[config.mk]
export PLATFORM = sky130hd
export DESIGN_NAME = csr_top
export DESIGN_NICKNAME = d
export VERILOG_FILES = /design/src/hw/csr_pkg.sv /design/src/hw/csr_top.sv
export SDC_FILE = /design/constraint.sdc
export NUM_CORES = 1
export LEC_CHECK = 0
export ABC_CLOCK_PERIOD_IN_PS = 2300
export BUFFER_PORTS_ARGS = -buffer_cell sky130_fd_sc_hd__buf_2
export CAP_MARGIN = 20
export CORE_AREA = 2 2 207 209
export DETAILED_ROUTE_END_ITERATION = 10
export DIE_AREA = 0 0 209 211
export PLACE_DENSITY = 0.56
export SLEW_MARGIN = 15
export SYNTH_ARGS = -nofsm -noshare
export SYNTH_HDL_FRONTEND = slang
export SYNTH_SLANG_ARGS = --single-unit
[constraint.sdc]
create_clock -name i_sys_clk -period 2.3 [get_ports i_sys_clk]
set_input_delay 0.46 -clock i_sys_clk [delete_from_list [all_inputs] [get_ports i_sys_clk]]
set_output_delay 0.46 -clock i_sys_clk [all_outputs]
set_load 0.01 [all_outputs]
[src/hw/csr_pkg.sv]
/*
  Constants for the configuration tail, startup and readback block.
  Assumes a 10 MHz system clock and a 32-bit AXI4-Lite register bus.
*/
package csr_pkg;
  // ==========================================================
  // Clocking.
  localparam int SYS_CLK_HZ   = 10_000_000;
  localparam int CCLK_FAST_HZ = 6_000_000;
  localparam int CCLK_SLOW_HZ = 1_000_000;
  localparam int FAST_RAW     = SYS_CLK_HZ / CCLK_FAST_HZ;
  localparam int SLOW_RAW     = SYS_CLK_HZ / CCLK_SLOW_HZ;
  localparam int CCLK_FAST_DIV = (FAST_RAW < 1) ? 1 : FAST_RAW;
  localparam int CCLK_SLOW_DIV = (SLOW_RAW < 1) ? 1 : SLOW_RAW;
  // ==========================================================
  // Frame layout and checks.
  localparam int FRAME_DATA_BITS = 16;
  localparam int CHECK_BITS      = 4;
  localparam int FRAME_BITS      = FRAME_DATA_BITS + CHECK_BITS;
  localparam logic [3:0]  FIXED_TRAILER = 4'h6;
  localparam logic [15:0] CRC_POLY      = 16'h8005;
  // ==========================================================
  // Register map, byte addresses.
  localparam logic [3:0] ADDR_CTRL = 4'h0;
  localparam logic [3:0] ADDR_LEN  = 4'h4;
  localparam logic [3:0] ADDR_STAT = 4'h8;
  localparam logic [1:0] RESP_OKAY   = 2'h0;
  localparam logic [1:0] RESP_SLVERR = 2'h2;
  // Control field positions.
  localparam int CB_FAST = 0;
  localparam int CB_CRC  = 1;
  localparam int CB_UCLK = 2;
  localparam int CB_SYNC = 3;
  localparam int CB_DONE = 4;
  localparam int CB_OE   = 6;
  localparam int CB_GSR  = 8;
  localparam int CB_RBU  = 10;
  localparam int CB_CAP  = 11;
  localparam int CB_ABRT = 12;
  localparam int CB_RBI  = 13;
  localparam int CB_STRT = 15;
  localparam logic [15:0] CTRL_RST = 16'h0240;
  localparam logic [23:0] LEN_RST  = 24'h000000;
  // ==========================================================
  // Synchroniser lanes.
  localparam int SI_DONE = 0;
  localparam int SI_UCLK = 1;
  localparam int SI_RBCK = 2;
  localparam int SI_TRIG = 3;
  localparam int SI_DIN  = 4;
  localparam int SYNC_N  = 5;
  typedef enum logic [4:0] {
    ST_IDLE = 5'h01, ST_LOAD = 5'h02, ST_STUP = 5'h04,
    ST_RUN  = 5'h08, ST_ERR  = 5'h10
  } csr_state_t;
endpackage

[src/hw/csr_top.sv]
/*
  FIFO and top level of the configuration tail, startup sequencer and
  readback controller. Assumes an AXI4-Lite master on i_sys_clk and
  pins from outside that domain, each synchronised before use except i_cap_state, which is sampled directly.
*/
// The address map and register access over AXI4-Lite were left to the implementer.
// Function
// - cclk rate fast or slow selectable
// - done pin driven open-drain, released high
// - CRC partial check at each frame end
// - without CRC, frame ends in 0110
// - startup clock is cclk or user clock
// - no sync: startup on length count met
// - sync: wait for done pin high
// - startup drives done, outputs, set/reset
// - steps one to four are cclk edges
// - user steps count user edges after C1
// - done-input steps follow done pin high
// - done event step programmable per mode
// - outputs and set/reset step programmable
// - readback clock is cclk or user clock; the code takes the separate i_rb_clk pin, not i_user_clk
// - trigger captures block outputs for readback
// - trigger falling edge aborts readback
`timescale 1ns/100ps
// ============================================================
// Small FIFO between capture and the readback shifter.
module csr_fifo #(
  parameter int WIDTH = 32,
  parameter int DEPTH = 4
) (
  input  wire logic             i_clk,
  input  wire logic             i_rst,
  input  wire logic             i_flush,
  input  wire logic             i_valid,
  output logic                  o_ready,
  input  wire logic [WIDTH-1:0] i_data,
  output logic                  o_valid,
  input  wire logic             i_ready,
  output logic      [WIDTH-1:0] o_data
);
  localparam int AW = $clog2(DEPTH);
  typedef struct packed {
    logic [DEPTH-1:0][WIDTH-1:0] mem;
    logic [AW:0]                 wp;
    logic [AW:0]                 rp;
  } csr_fifo_st_t;
  csr_fifo_st_t q;
  csr_fifo_st_t n;
  // Extra pointer bit tells full from empty.
  assign o_ready = !((q.wp[AW] != q.rp[AW]) && (q.wp[AW-1:0] == q.rp[AW-1:0]));
  assign o_valid = (q.wp != q.rp);
  assign o_data  = q.mem[q.rp[AW-1:0]];
  // Pointer and storage update.
  always_comb begin
    n = q;
    if (i_flush) begin
      n.wp = '0;
      n.rp = '0;
    end else begin
      if (i_valid && o_ready) begin
        n.mem[q.wp[AW-1:0]] = i_data;
        n.wp = q.wp + 1'b1;
      end
      if (o_valid && i_ready) begin
        n.rp = q.rp + 1'b1;
      end
    end
  end
  always_ff @(posedge i_clk) begin
    if (i_rst) begin
      q <= '0;
    end else begin
      q <= n;
    end
  end
endmodule
// ============================================================
// Top level.
module csr_top
  import csr_pkg::*;
(
  input  wire logic        i_sys_clk,
  input  wire logic        i_rst,
  input  wire logic        i_s_axi_awvalid,
  output logic             o_s_axi_awready,
  input  wire logic [3:0]  i_s_axi_awaddr,
  input  wire logic        i_s_axi_wvalid,
  output logic             o_s_axi_wready,
  input  wire logic [31:0] i_s_axi_wdata,
  input  wire logic [3:0]  i_s_axi_wstrb,
  output logic             o_s_axi_bvalid,
  input  wire logic        i_s_axi_bready,
  output logic [1:0]       o_s_axi_bresp,
  input  wire logic        i_s_axi_arvalid,
  output logic             o_s_axi_arready,
  input  wire logic [3:0]  i_s_axi_araddr,
  output logic             o_s_axi_rvalid,
  input  wire logic        i_s_axi_rready,
  output logic [31:0]      o_s_axi_rdata,
  output logic [1:0]       o_s_axi_rresp,
  output logic             o_cclk,
  input  wire logic        i_cfg_din,
  input  wire logic        i_done_pin,
  output logic             o_done_o,
  output logic             o_done_oe,
  input  wire logic        i_user_clk,
  input  wire logic        i_rb_clk,
  input  wire logic        i_rb_trig,
  input  wire logic [31:0] i_cap_state,
  output logic             o_outputs_en,
  output logic             o_gsr,
  output logic             o_cfg_error,
  output logic             o_rb_dout,
  output logic             o_rb_busy
);
  typedef struct packed {
    csr_state_t        st;
    logic [15:0]       ctrl;
    logic [23:0]       len;
    logic              aw_held;
    logic              w_held;
    logic [3:0]        awaddr;
    logic [31:0]       wdata;
    logic [3:0]        wstrb;
    logic              bvalid;
    logic [1:0]        bresp;
    logic              rvalid;
    logic [31:0]       rdata;
    logic [1:0]        rresp;
    logic [SYNC_N-1:0] s1;
    logic [SYNC_N-1:0] s2;
    logic [SYNC_N-1:0] s3;
    logic [3:0]        cdiv;
    logic              tick;
    logic [23:0]       bit_cnt;
    logic [7:0]        fpos;
    logic [3:0]        chk;
    logic [15:0]       crc;
    logic [2:0]        c_cnt;
    logic [2:0]        u_cnt;
    logic              di_seen;
    logic [1:0]        di_cnt;
    logic              done_rel;
    logic              oe;
    logic              gsr;
    logic              err;
    logic              rb_busy;
    logic [31:0]       rb_sh;
    logic [4:0]        rb_n;
    logic              rb_dout;
    logic              cap_lost;
  } csr_st_t;
  csr_st_t q;
  csr_st_t n;
  logic fifo_in_valid;
  logic fifo_in_ready;
  logic fifo_out_valid;
  logic fifo_out_ready;
  logic fifo_flush;
  logic [31:0] fifo_out_data;
  logic sclk_edge;
  logic rb_edge;
  logic trig_rise;
  logic trig_fall;
  logic frame_end;
  logic [3:0] chk_got;
  logic [3:0] chk_want;
  logic ctl_user;
  logic ctl_sync;
  // ==========================================================
  // Helpers.
  function automatic logic [31:0] merge(input logic [31:0] old,
                                        input logic [31:0] nw,
                                        input logic [3:0]  strb);
    logic [31:0] r;
    r = old;
    for (int b = 0; b < 4; b++) begin
      if (strb[b]) begin
        r[b*8 +: 8] = nw[b*8 +: 8];
      end
    end
    return r;
  endfunction
  // Whether a startup event programmed to sel has been reached.
  function automatic logic ev_hit(input logic is_done, input logic [1:0] sel,
                                  input logic usr, input logic syn,
                                  input logic [2:0] c, input logic [2:0] u,
                                  input logic di, input logic [1:0] dn);
    logic r;
    r = 1'b0;
    case ({usr, syn})
      2'b00: r = is_done ? (c >= {1'b0, sel} + 3'h1)
                         : (c >= ((sel == 2'h3) ? 3'h4 : {1'b0, sel} + 3'h2));
      2'b01: begin
        if (is_done) begin
          r = (c >= ((sel == 2'h3) ? 3'h3 : {1'b0, sel} + 3'h1));
        end else begin
          case (sel)
            2'h0:    r = (c >= 3'h2);
            2'h1:    r = (c >= 3'h3);
            2'h2:    r = di;
            default: r = di && (dn >= 2'h1);
          endcase
        end
      end
      2'b10: r = is_done ? ((sel == 2'h0) ? (c >= 3'h1) : (u >= {1'b0, sel} + 3'h1))
                         : (u >= ((sel == 2'h3) ? 3'h4 : {1'b0, sel} + 3'h2));
      default: begin
        if (is_done) begin
          r = (sel == 2'h0) ? (c >= 3'h1) : (u >= 3'h2);
        end else begin
          case (sel)
            2'h0:    r = (u >= 3'h2);
            2'h1:    r = di;
            2'h2:    r = di && (dn >= 2'h1);
            default: r = di && (dn >= 2'h2);
          endcase
        end
      end
    endcase
    return r;
  endfunction
  // ==========================================================
  // Combinational views of the state.
  assign ctl_user  = q.ctrl[CB_UCLK];
  assign ctl_sync  = q.ctrl[CB_SYNC];
  assign sclk_edge = ctl_user ? (q.s2[SI_UCLK] && !q.s3[SI_UCLK]) : q.tick;
  assign rb_edge   = q.ctrl[CB_RBU] ? (q.s2[SI_RBCK] && !q.s3[SI_RBCK])
                                    : q.tick;
  assign trig_rise = q.s2[SI_TRIG] && !q.s3[SI_TRIG];
  assign trig_fall = !q.s2[SI_TRIG] && q.s3[SI_TRIG];
  assign frame_end = (q.fpos == 8'(FRAME_BITS - 1));
  assign chk_got   = {q.chk[2:0], q.s2[SI_DIN]};
  assign chk_want  = q.ctrl[CB_CRC] ? q.crc[3:0] : FIXED_TRAILER;
  // Capture only in user mode with the readback primitive present.
  assign fifo_in_valid  = (q.st == ST_RUN) && trig_rise && q.ctrl[CB_CAP]
                          && q.ctrl[CB_RBI];
  assign fifo_out_ready = !q.rb_busy && (q.st == ST_RUN);
  assign fifo_flush     = trig_fall && q.ctrl[CB_ABRT];
  // Bus handshakes: one write and one read in flight.
  assign o_s_axi_awready = !q.aw_held && !q.bvalid;
  assign o_s_axi_wready  = !q.w_held && !q.bvalid;
  assign o_s_axi_arready = !q.rvalid;
  assign o_s_axi_bvalid  = q.bvalid;
  assign o_s_axi_bresp   = q.bresp;
  assign o_s_axi_rvalid  = q.rvalid;
  assign o_s_axi_rdata   = q.rdata;
  assign o_s_axi_rresp   = q.rresp;
  // Done pin only ever pulls low; the pull-up makes the high.
  assign o_done_o     = 1'b0;
  assign o_done_oe    = !q.done_rel;
  assign o_cclk       = q.tick;
  assign o_outputs_en = q.oe;
  assign o_gsr        = q.gsr;
  assign o_cfg_error  = q.err;
  assign o_rb_dout    = q.rb_dout;
  assign o_rb_busy    = q.rb_busy;
  csr_fifo #(.WIDTH(32), .DEPTH(4)) u_fifo (
    .i_clk   (i_sys_clk),
    .i_rst   (i_rst),
    .i_flush (fifo_flush),
    .i_valid (fifo_in_valid),
    .o_ready (fifo_in_ready),
    .i_data  (i_cap_state),
    .o_valid (fifo_out_valid),
    .i_ready (fifo_out_ready),
    .o_data  (fifo_out_data)
  );
  // ==========================================================
  // Next-state logic.
  always_comb begin
    n = q;
    // Two flops per pin, a third only for edge detection.
    n.s1 = {i_cfg_din, i_rb_trig, i_rb_clk, i_user_clk, i_done_pin};
    n.s2 = q.s1;
    n.s3 = q.s2;
    // Configuration clock divider.
    if (q.cdiv == 4'h0) begin
      n.cdiv = q.ctrl[CB_FAST] ? 4'(CCLK_FAST_DIV - 1) : 4'(CCLK_SLOW_DIV - 1);
      n.tick = 1'b1;
    end else begin
      n.cdiv = q.cdiv - 4'h1;
      n.tick = 1'b0;
    end
    // Register bus, write side.
    if (i_s_axi_awvalid && o_s_axi_awready) begin
      n.aw_held = 1'b1;
      n.awaddr  = i_s_axi_awaddr;
    end
    if (i_s_axi_wvalid && o_s_axi_wready) begin
      n.w_held = 1'b1;
      n.wdata  = i_s_axi_wdata;
      n.wstrb  = i_s_axi_wstrb;
    end
    if (q.bvalid && i_s_axi_bready) begin
      n.bvalid = 1'b0;
    end
    if (q.aw_held && q.w_held) begin
      n.aw_held = 1'b0;
      n.w_held  = 1'b0;
      n.bvalid  = 1'b1;
      n.bresp   = RESP_OKAY;
      case (q.awaddr)
        ADDR_CTRL: begin
          n.ctrl = 16'(merge({16'h0000, q.ctrl}, q.wdata, q.wstrb));
          n.ctrl[CB_STRT] = 1'b0;
          // A start restarts loading from any state.
          if (q.wstrb[1] && q.wdata[CB_STRT]) begin
            n.st       = ST_LOAD;
            n.bit_cnt  = '0;
            n.fpos     = '0;
            n.chk      = '0;
            n.crc      = '0;
            n.c_cnt    = '0;
            n.u_cnt    = '0;
            n.di_seen  = 1'b0;
            n.di_cnt   = '0;
            n.done_rel = 1'b0;
            n.oe       = 1'b0;
            n.gsr      = 1'b1;
            n.err      = 1'b0;
            n.cap_lost = 1'b0;
          end
        end
        ADDR_LEN:  n.len = 24'(merge({8'h00, q.len}, q.wdata, q.wstrb));
        ADDR_STAT: n.bresp = RESP_OKAY;
        default:   n.bresp = RESP_SLVERR;
      endcase
    end
    // Register bus, read side.
    if (q.rvalid && i_s_axi_rready) begin
      n.rvalid = 1'b0;
    end
    if (i_s_axi_arvalid && o_s_axi_arready) begin
      n.rvalid = 1'b1;
      n.rresp  = RESP_OKAY;
      case (i_s_axi_araddr)
        ADDR_CTRL: n.rdata = {16'h0000, q.ctrl};
        ADDR_LEN:  n.rdata = {8'h00, q.len};
        ADDR_STAT: n.rdata = {17'h00000, q.di_seen, q.c_cnt, q.cap_lost,
                              q.rb_busy, q.err, q.gsr, q.oe, q.done_rel, q.st};
        default: begin
          n.rdata = 32'h0000_0000;
          n.rresp = RESP_SLVERR;
        end
      endcase
    end
    // Bitstream loading, one bit per cclk tick.
    if (q.st == ST_LOAD && q.tick) begin
      n.bit_cnt = q.bit_cnt + 24'h000001;
      n.fpos    = frame_end ? 8'h00 : q.fpos + 8'h01;
      if (q.fpos < 8'(FRAME_DATA_BITS)) begin
        // Running CRC is never reset between frames.
        n.crc = {q.crc[14:0], 1'b0} ^ ((q.crc[15] ^ q.s2[SI_DIN]) ? CRC_POLY : 16'h0000);
      end else begin
        n.chk = chk_got;
      end
      if (frame_end && (chk_got != chk_want)) begin
        n.st  = ST_ERR;
        n.err = 1'b1;
      end else if (q.bit_cnt + 24'h000001 == q.len) begin
        n.st = ST_STUP;
      end
    end
    // Startup sequencer.
    if (q.st == ST_STUP) begin
      if (q.tick && q.c_cnt != 3'h7) begin
        n.c_cnt = q.c_cnt + 3'h1;
      end
      if (ctl_user && sclk_edge && q.c_cnt != 3'h0 && q.u_cnt != 3'h7) begin
        n.u_cnt = q.u_cnt + 3'h1;
      end
      if (ctl_sync && q.s2[SI_DONE]) begin
        n.di_seen = 1'b1;
      end
      if (q.di_seen && sclk_edge && q.di_cnt != 2'h3) begin
        n.di_cnt = q.di_cnt + 2'h1;
      end
      n.done_rel = q.done_rel | ev_hit(1'b1, q.ctrl[CB_DONE +: 2], ctl_user,
                     ctl_sync, q.c_cnt, q.u_cnt, q.di_seen, q.di_cnt);
      n.oe = q.oe | ev_hit(1'b0, q.ctrl[CB_OE +: 2], ctl_user,
               ctl_sync, q.c_cnt, q.u_cnt, q.di_seen, q.di_cnt);
      n.gsr = q.gsr & !ev_hit(1'b0, q.ctrl[CB_GSR +: 2], ctl_user,
                ctl_sync, q.c_cnt, q.u_cnt, q.di_seen, q.di_cnt);
      if (q.done_rel && q.oe && !q.gsr) begin
        n.st = ST_RUN;
      end
    end
    // Readback: a lost capture is sticky until the next start.
    if (fifo_in_valid && !fifo_in_ready) begin
      n.cap_lost = 1'b1;
    end
    if (fifo_out_valid && fifo_out_ready) begin
      n.rb_busy = 1'b1;
      n.rb_sh   = fifo_out_data;
      n.rb_n    = '0;
    end else if (q.rb_busy && rb_edge) begin
      n.rb_dout = q.rb_sh[31];
      n.rb_sh   = {q.rb_sh[30:0], 1'b0};
      n.rb_n    = q.rb_n + 5'h01;
      n.rb_busy = (q.rb_n != 5'h1F);
    end
    if (fifo_flush) begin
      n.rb_busy = 1'b0;
    end
  end
  // ==========================================================
  // State register.
  always_ff @(posedge i_sys_clk) begin
    if (i_rst) begin
      q      <= '0;
      q.st   <= ST_IDLE;
      q.ctrl <= CTRL_RST;
      q.len  <= LEN_RST;
      q.gsr  <= 1'b1;
    end else begin
      q <= n;
    end
  end
endmodule

# Yosys cells after proc, flatten, opt, wreduce, memory -nomap -nowiden
# Index checks and enable logic that the tools add are counted.
[totals]
register_bits = 373
input_bits = 88
[op_classes]
addsub = 12
order_cmp = 17
eq_ne = 26
muxes = 69
bitwise = 7
reduce_logical = 85
[ops]
columns = ["op", "n"]
rows = [
  ["2-to-1 mux 65 bit", 3],
  ["bitwise mux 128 bit", 1],
  ["one-hot mux 24 bit (3 select lines)", 1],
  ["binary-select mux 32 bit (select 2 bit)", 1],
  ["demux 32 bit (select 2 bit)", 1],
  ["2-to-1 mux 32 bit", 2],
  ["2-to-1 mux 52 bit", 1],
  ["2-to-1 mux 47 bit", 1],
  ["2-to-1 mux 8 bit", 5],
  ["2-to-1 mux 39 bit", 1],
  ["2-to-1 mux 38 bit", 1],
  ["logical AND 1 bit", 37],
  ["2-to-1 mux 35 bit", 1],
  ["2-to-1 mux 5 bit", 7],
  ["2-to-1 mux 16 bit", 2],
  ["adder 24 x 1 -> 24 bit (second input constant)", 1],
  ["equality test 24 bit", 1],
  ["2-to-1 mux 24 bit", 1],
  ["AND reduction 3 bit", 8],
  ["nonzero test 2 bit", 12],
  [">= comparator 3 bit", 7],
  ["2-to-1 mux 21 bit", 1],
  ["one-hot mux 1 bit (3 select lines)", 7],
  ["2-to-1 mux 1 bit", 18],
  ["45 further kinds", 95],
]

# Longest topological paths before layout
# Gate-level depths: netlist (run 1).
[depth]
ltp_word = 10
mapped_depth = 10

# Hierarchy
# Synthesis (run 1) repeated with hierarchy kept, for this count alone.
[hier_totals]
cells_unflattened = 1897
hier_area_um2 = 17369.2
[modules_own_cells]
columns = ["module", "instances", "cells_per_inst", "area_per_inst_um2", "seq_area_each_um2"]
rows = [
  ["csr_top", 1, 1353, 10996.8, 4544.4],
  ["csr_fifo", 1, 544, 6372.4, 2682.6],
]

# Worst setup path before layout (run 1)
# No wires, ideal clock.
[synth_path]
path_type = "reg-to-reg"
from = "reg q[81] in the netlist's numbering"
to = "reg q[246] in the netlist's numbering"
t_arrival_ns = 2.216
required_ns = 2.182
path_slack_ns = -0.034
stages_incl_launch_ff = 11
period_less_slack_ns = 2.334
path_cell_list = "dfxtp_1 -> ha_1 -> and3_1 -> buf_2 -> and3_1 -> buf_2 -> a31oi_1 -> a2111o_1 -> nor4_1 -> nand4_1 -> nor3b_1"
[synth_between]
elab_chain_cells = 7
[synth_lines]
columns = ["element", "line_no", "text"]
rows = [
  ["from (decl)", "csr_top.sv:153", "csr_st_t q;"],
  ["from (signal assigned)", "csr_top.sv:417", "q <= n;"],
  ["adder 24 x 1 -> 24 bit (*)", "csr_top.sv:361", "end else if (q.bit_cnt + 24'h000001 == q.len) begin"],
  ["equality test 24 bit (*)", "csr_top.sv:361", ""],
  ["2-to-1 mux 5 bit (*)", "csr_top.sv:361", ""],
  ["2-to-1 mux 5 bit (*)", "csr_top.sv:358", "if (frame_end && (chk_got != chk_want)) begin"],
  ["2-to-1 mux 5 bit (*)", "csr_top.sv:349", "if (q.st == ST_LOAD && q.tick) begin"],
  ["2-to-1 mux 5 bit", "csr_top.sv:385", "if (q.done_rel && q.oe && !q.gsr) begin"],
  ["2-to-1 mux 5 bit (*)", "csr_top.sv:366", "if (q.st == ST_STUP) begin"],
]
# Mark *: on every way between the ends. The rest lies on a longest branch, timed or not.
# A chain may end at the register's enable or synchronous reset.

# Final worst setup path (run 1)
[layout_path]
from = "reg q[87] in the netlist's numbering"
to = "reg q[246] in the netlist's numbering"
# The elaborated chain is that of the path after synthesis.

==> results of run 1 <==
metal layers:
layer	track usage (%)	vias to the layer above
li1	-	7136
met1	27.39	6917
met2	35.38	327
met3	3.033	68
met4	7.020	4
met5	0	-
synth_stat cells, types with 6 or more instances:
cell,count
nand4_1,14
nand2_1,330
buf_1,6
dfxtp_1,361
a222oi_1,15
nand3b_1,11
a22oi_1,34
nand3_1,201
mux2i_1,26
o21ai_1,6
nor4_1,14
or3_1,6
a31oi_1,9
a211oi_1,6
nand2b_1,9
nor3_1,19
nor2b_1,21
mux4_2,32
nor3b_1,7
xor2_1,14
o21ai_0,27
a21oi_1,306
a311oi_1,7
buf_4,37
ha_1,42
buf_2,27
xnor2_1,36
inv_1,33
clkbuf_1,126
nor2_1,123
and3_1,11
state kept, by name, indices dropped and copies added (netlist names), 4 cells and up:
register       flops
n                  9
u_fifo.q         134
o_s_axi_rdata     24
q                178
chk_got            4
where the power goes:
part	internal [mW]	leakage (nW)	switching [mW]	total, mW
Combinational	0.186	3.43	0.352	0.538
Sequential	6.33	2.92	0.0583	6.39
Clock	3.54	0.614	2.67	6.21
critical path, cell delays in order (launching register included):
cell and delay, ns:
dfxtp_2 0.34, buf_4 0.11, nand4_1 0.17, buf_4 0.21, nor4_4 0.26, nand3_1 0.12, or3_4 0.39, a31oi_4 0.16
nand4_1 0.18, nor3b_2 0.20
layout make-up:
cell class                 count  share of cell area, %
sequential                   361                  37.04
timing repair buffer         246                  8.808
antenna                        3                0.03840
tap                          539                  3.450
inverter                      33                 0.6337
clock inverter                 9                 0.5185
multi-input combinational   1407                  43.54
clock buffer                  60                  5.972
cells by family (layout without fill, tap and decap cells):
group / count (synthesis) / after routing / synth area share, %
mux: 59 / 59 / 5.993
compound gates: 448 / 448 / 15.64
fa+ha+maj: 42 / 42 / 3.174
other cells: 1 / 14 / 0.02265
xor+xnor: 51 / 51 / 2.781
buf+inv: 229 / 348 / 6.235
simple gates: 796 / 796 / 22.51
flops: 361 / 361 / 43.65
stage by stage:
stage	TNS, ns	cell area [sq um]	cells
global route	-0.06175	19540	2656
finish	0	19550	2658
floorplan	0	16600	1997
detailed placement	-0.2160	18050	2577
global placement	-0.2708	18050	2577
CTS	0	19390	2648
worst max path at each step:
stage	to	cells after the start	slack (ns)
floorplan	q[246]	10	0.04
global placement	q[246]	10	-0.16
detailed placement	q[246]	9	-0.13
CTS	q[246]	11	0.003
global route	q[246]	9	-0.06
finish	q[246]	9	0.04
repair_timing:
action / 4_1_cts / 5_1_grt
buffers inserted: 2 / 7
setup endpoints to repair: 2 / 18
resized for setup: 14 / 23
pin swaps: 9 / 12
==> impl_metrics.json, run 1 <==
{
  "status": "finished, final reports clean",
  "start_kind": "flop",
  "dr.max_layer_used": "met5",
  "nFillCells": 4078,
  "async_flop_share_pct": 0,
  "synth-seq-area-share_pct": 43.65,
  "drv_slew": 0,
  "tightest_slew_ns": 0.8063,
  "met3WireLength_mm": 2.105,
  "routedWlPerCell_microns": 17.64,
  "root_buffer": "clkbuf_16",
  "rsz0062_at_grt": "true",
  "yosysWarnings": 0,
  "clk_pin_slew_ns": 0.06,
  "m1WireLength_mm": 20.97,
  "drt_pass1_iterations": 5,
  "final.setup_skew_ns": 0.02427,
  "reg2reg_slack_ns": 0.04,
  "rr_startpoint": "q[87]",
  "crit_arrival_ns": 2.71,
  "mostFrequentLayoutCell": "dfxtp_1",
  "die_x_microns": 209,
  "area_delta_synth_final_pct": 18.07,
  "worstRegToRegCells": 9,
  "grt_max_degree": 86,
  "seq_area_sq_um": 7239,
  "power_per_cell_area_nw_per_um2": 672.3,
  "maxCapViolCount": 0,
  "via_per_inst": 5.437,
  "synth-edff-count": 0,
  "die_y_microns": 211,
  "coreArea_sq_um": 41760,
  "yosys.area.top_type_share_pct": 43.65,
  "clockBufferDepth": 3,
  "relSlewSlack_pct": 46.11,
  "synthTopCellsByArea": "dfxtp_1, a21oi_1, nand2_1",
  "setup_violations": 0,
  "place.gp.congestion": 0.8491,
  "synth-main-ff-cell": "dfxtp_1",
  "hold_path_class": "primary input to flop",
  "fp.dieArea_sq_um": 44100,
  "via_count": 14450,
  "clock_sinks": 361,
  "multiInputGateArea_sq_um": 8512,
  "synth_top_area_cell": "dfxtp_1",
  "ios": 137,
  "fin_util_pct": 46.81,
  "globalRouteOverflowTotal": 0,
  "layout_setup_ws_ns": 0.04205,
  "min_from": "i_s_axi_rready",
  "r2r_end": "q[246]",
  "remaining_drc_errors": 0,
  "final_cell_mix": "dfxtp_1, nand2_1, a21oi_1",
  "wl_mm": 46.88,
  "avgSynthCellArea_sq_um": 8.332,
  "synth_cell_types": 67,
  "crit_path_end_kind": "flop",
  "critPathLaunch": "q[87]",
  "grt_usage_pct": 20.89,
  "finalHoldViolCount": 0,
  "cp.required_ns": 2.75,
  "hold_ws_ns": 0.07807,
  "cts_buffers": 41,
  "fin_crit_ns": 2.258,
  "antenna_found_initial": 4,
  "grt_pass1_vias": 13670,
  "vdd.ir_drop.worst_uv": 501.3,
  "worstHoldPathCells": 2,
  "ant_nets": 0,
  "ys_ff_latch": 361,
  "first_iter_violations": 992,
  "place_ws_ns": -0.1330,
  "portBuffers": 116,
  "p_total_mw": 13.14,
  "p_leak_nw": 6.968,
  "path_class": "flop to flop",
  "drive_gt1_share_pct": 17.82,
  "hold_buffers": 0,
  "dp_hpwl_mm": 30.68,
  "min_period_over_period_pct": 98.17,
  "rows": 75,
  "clk_latency_ns": 0.57,
  "max_freq_ghz": 0.4429,
  "htreeDepth": 2,
  "crit_fanout": 3,
  "cts_tree": "built",
  "nNetsFinal": 2220,
  "wl_met2_mm": 22.69,
  "syn-cell-area_sq_um": 16560,
  "grt_pass1_wl_mm": 74.06,
  "whs_endpoint": "o_s_axi_rvalid",
  "syn_inst": 1987,
  "initial_core_util_pct": 39.65
}
No activity file was read; power rests on OpenSTA's default activity.
==> run 2, diff against run 1 <==
--- a/config.mk
+++ b/config.mk
@@ -5,14 +5,15 @@
 export SDC_FILE = /design/constraint.sdc
 export NUM_CORES = 1
 export LEC_CHECK = 0
+export ABC_AREA = 1
 export ABC_CLOCK_PERIOD_IN_PS = 2300
 export BUFFER_PORTS_ARGS = -buffer_cell sky130_fd_sc_hd__buf_2
 export CAP_MARGIN = 20
-export CORE_AREA = 2 2 207 209
+export CORE_AREA = 2 2 208 210
 export DETAILED_ROUTE_END_ITERATION = 10
-export DIE_AREA = 0 0 209 211
+export DIE_AREA = 0 0 210 212
 export PLACE_DENSITY = 0.56
-export SLEW_MARGIN = 15
+export SLEW_MARGIN = 20
 export SYNTH_ARGS = -nofsm -noshare
 export SYNTH_HDL_FRONTEND = slang
 export SYNTH_SLANG_ARGS = --single-unit
==> run 2 against run 1 <==
Cell count increased by 13%. Setup slack better by 0.15 ns. Hold slack gained 0.015 ns. First-iteration DRC count shrank 0.71%. Routed wire length fell by 5.7%. Total power up 5.6%. Combinational power grew 33%. Utilization fell by 1.6 points.
==> impl_metrics.json, run 2 <==
{
  "status": "finished, final reports clean",
  "layout_setup_ws_ns": 0.1923,
  "start_kind": "flop",
  "via_per_inst": 5.036,
  "p_leak_nw": 7.473,
  "final.setup_skew_ns": 0.02379,
  "crit_path_end_kind": "flop",
  "critPathBufInv": 2,
  "grt_max_degree": 130,
  "hold_buffers": 0,
  "grt_pass1_vias": 14270,
  "cts_tree": "built",
  "clockBufferDepth": 3,
  "relSlewSlack_pct": 62.78,
  "largest_reg_flops": 178,
  "tightest_slew_ns": 0.5583,
  "crit_fanout": 34,
  "syn-cell-area_sq_um": 16790,
  "max_freq_ghz": 0.4744,
  "synthTopCellsByArea": "dfxtp_1, o21ai_0, a21oi_1",
  "clk_latency_ns": 0.57,
  "initial_core_util_pct": 39.50,
  "clk_pin_slew_ns": 0.06,
  "fp.dieArea_sq_um": 44520,
  "place.gp.congestion": 0.9047,
  "synth_top_family_by_area": "compound AO/OA/AOI/OAI gates",
  "fin_crit_ns": 2.108,
  "path_cells": "nor2_1 > nand4_1 > nor3_1 > nand2_1 > inv_2 > nand2_2 > buf_4 > o21ai_0 > a21oi_1",
  "dp_hpwl_mm": 29.93,
  "power_per_cell_area_nw_per_um2": 722.4,
  "ant_nets": 0,
  "place_ws_ns": 0.1518,
  "coreArea_sq_um": 42510,
  "finalHoldViolCount": 0,
  "drive_gt1_share_pct": 10.78,
  "drt_pass1_iterations": 7,
  "ios": 137,
  "fin_cells": 3015,
  "antenna_found_initial": 4,
  "min_period_over_period_pct": 91.64,
  "synth_xor_area_share_pct": 0.6781,
  "fin_util_pct": 45.18,
  "synth-adder-area-share_pct": 3.130,
  "seq_area_sq_um": 7231,
  "crit_arrival_ns": 2.54,
  "yosysWarnings": 0,
  "setup_violations": 0,
  "synth_top_area_cell": "dfxtp_1",
  "htreeDepth": 2,
  "portBuffers": 116,
  "synthTopCellsByCount": "nand2_1, dfxtp_1, o21ai_0",
  "vdd.ir_drop.worst_uv": 652.8,
  "root_buffer": "clkbuf_16",
  "nNetsFinal": 2568,
  "maxCapViolCount": 0,
  "rows": 76,
  "hold_path_class": "primary input to flop",
  "clock_sinks": 361,
  "first_iter_violations": 985,
  "cp.required_ns": 2.74,
  "cts_buffers": 42,
  "yosys.area.top_type_share_pct": 43.04,
  "die_x_microns": 210,
  "wl_mm": 44.22,
  "syn_inst": 2383,
  "grt_pass1_wl_mm": 71.84,
  "top_register": "q",
  "synth_compound_area_share_pct": 22.41,
  "crit_family": "simple AND/OR/NAND/NOR gates",
  "synth-seq-area-share_pct": 43.04,
  "slowest_stage": "dfxtp_1",
  "mostFrequentLayoutCell": "nand2_1",
  "dpl.cell_count": 2939,
  "globalRouteOverflowTotal": 0,
  "async_flop_share_pct": 0,
  "final_cell_mix": "nand2_1, dfxtp_1, o21ai_0",
  "routedWlPerCell_microns": 14.67,
  "synth_cell_types": 48,
  "multiInputGateArea_sq_um": 7742,
  "synthMuxAreaShare_pct": 0,
  "drv_slew": 0,
  "crit_path_max_incr_delay_ns": 0.33,
  "setup-tns-final_ns": 0,
  "synth-main-ff-cell": "dfxtp_1",
  "via_count": 15190,
  "synthSimpleGateAreaFrac_pct": 19.51,
  "remaining_drc_errors": 0,
  "synth-edff-count": 0,
  "grt_usage_pct": 19.88,
  "ys_ff_latch": 361,
  "path_class": "flop to flop",
  "avgSynthCellArea_sq_um": 7.046,
  "nFillCells": 4276,
  "die_y_microns": 212,
  "synth.most_common_cell": "nand2_1",
  "area_delta_synth_final_pct": 14.37
}
[run 2: cell count changes in the layout (fill, tap and decap cells not counted), moves of 74 or more]
cell,before,now
o21ai_0,27,324
inv_1,33,290
buf_4,112,37
nor2_1,122,196
nand2_1,330,426
nand3_1,200,99
[run 2: area by class of cell]
| class | count | area share, % |
|---|---|---|
| Antenna cell | 2 | 0.02606 |
| Clock buffer | 55 | 6.144 |
| Clock inverter | 18 | 1.042 |
| Inverter | 295 | 5.779 |
| Multi-Input combinational cell | 1576 | 40.32 |
| Sequential cell | 361 | 37.65 |
| Tap cell | 546 | 3.557 |
| Timing Repair Buffer | 162 | 5.486 |
[run 2: through the flow]
stage               hold WS, ns  cell area, sq um  total power, mW
floorplan                0.3883             16830            7.062
global route            0.08789             19200            14.44
global placement         0.3975             17800            7.303
finish                  0.09341             19200            13.87
detailed placement       0.4001             17800            7.325
CTS                     0.07018             19180            14.06
[run 2: cell families after synthesis]
kind of cell / after synthesis
XOR/XNOR: 13
AO/OA/AOI/OAI: 722
flip-flops: 361
other: 1
AND/OR/NAND/NOR: 788
adder cells (fa/ha/maj): 42
buffers and inverters: 456
[run 2: worst register-to-register path, delay by kind of cell, from the launching register on]
family	cells	cell delay, ns
AND/OR/NAND/NOR	5	0.96
buffers and inverters	2	0.39
flip-flops	1	0.33
AO/OA/AOI/OAI	2	0.30
[run 2: what timing repair did]
item                                    in CTS  in global routing
resized for setup                            0                  6
setup buffers                                0                  1
endpoints found under the hold margin        0                  0
endpoints found under the setup margin       0                  2
[run 2: power by group]
group / internal (mW) / leakage [nW] / total (mW) / switching, mW
registers: 6.38 / 2.92 / 6.46 / 0.0840
clock network: 3.96 / 0.680 / 6.69 / 2.73
logic: 0.250 / 3.87 / 0.718 / 0.468
total: 10.6 / 7.47 / 13.9 / 3.29
[run 2: worst paths after layout]
check / slack [ns] / depth (start not counted) / endpoint / from
max: 0.19 / 9 / u_fifo.q[55] / q[245]
min: 0.09 / 3 / n[116] / i_user_clk
max reg2reg: 0.19 / 9 / u_fifo.q[55] / q[245]
min reg2reg: 0.40 / 2 / n[111] / n[116]
[run 2: per-layer routing]
metal / GRT usage (%) / vias up / part of all wire (%)
li1: - / 7872 / -
met4: 7.899 / 4 / 2.6
met2: 34.44 / 300 / 48
met1: 24.95 / 6934 / 45
met3: 2.866 / 75 / 4.5
met5: 0 / - / 0.047
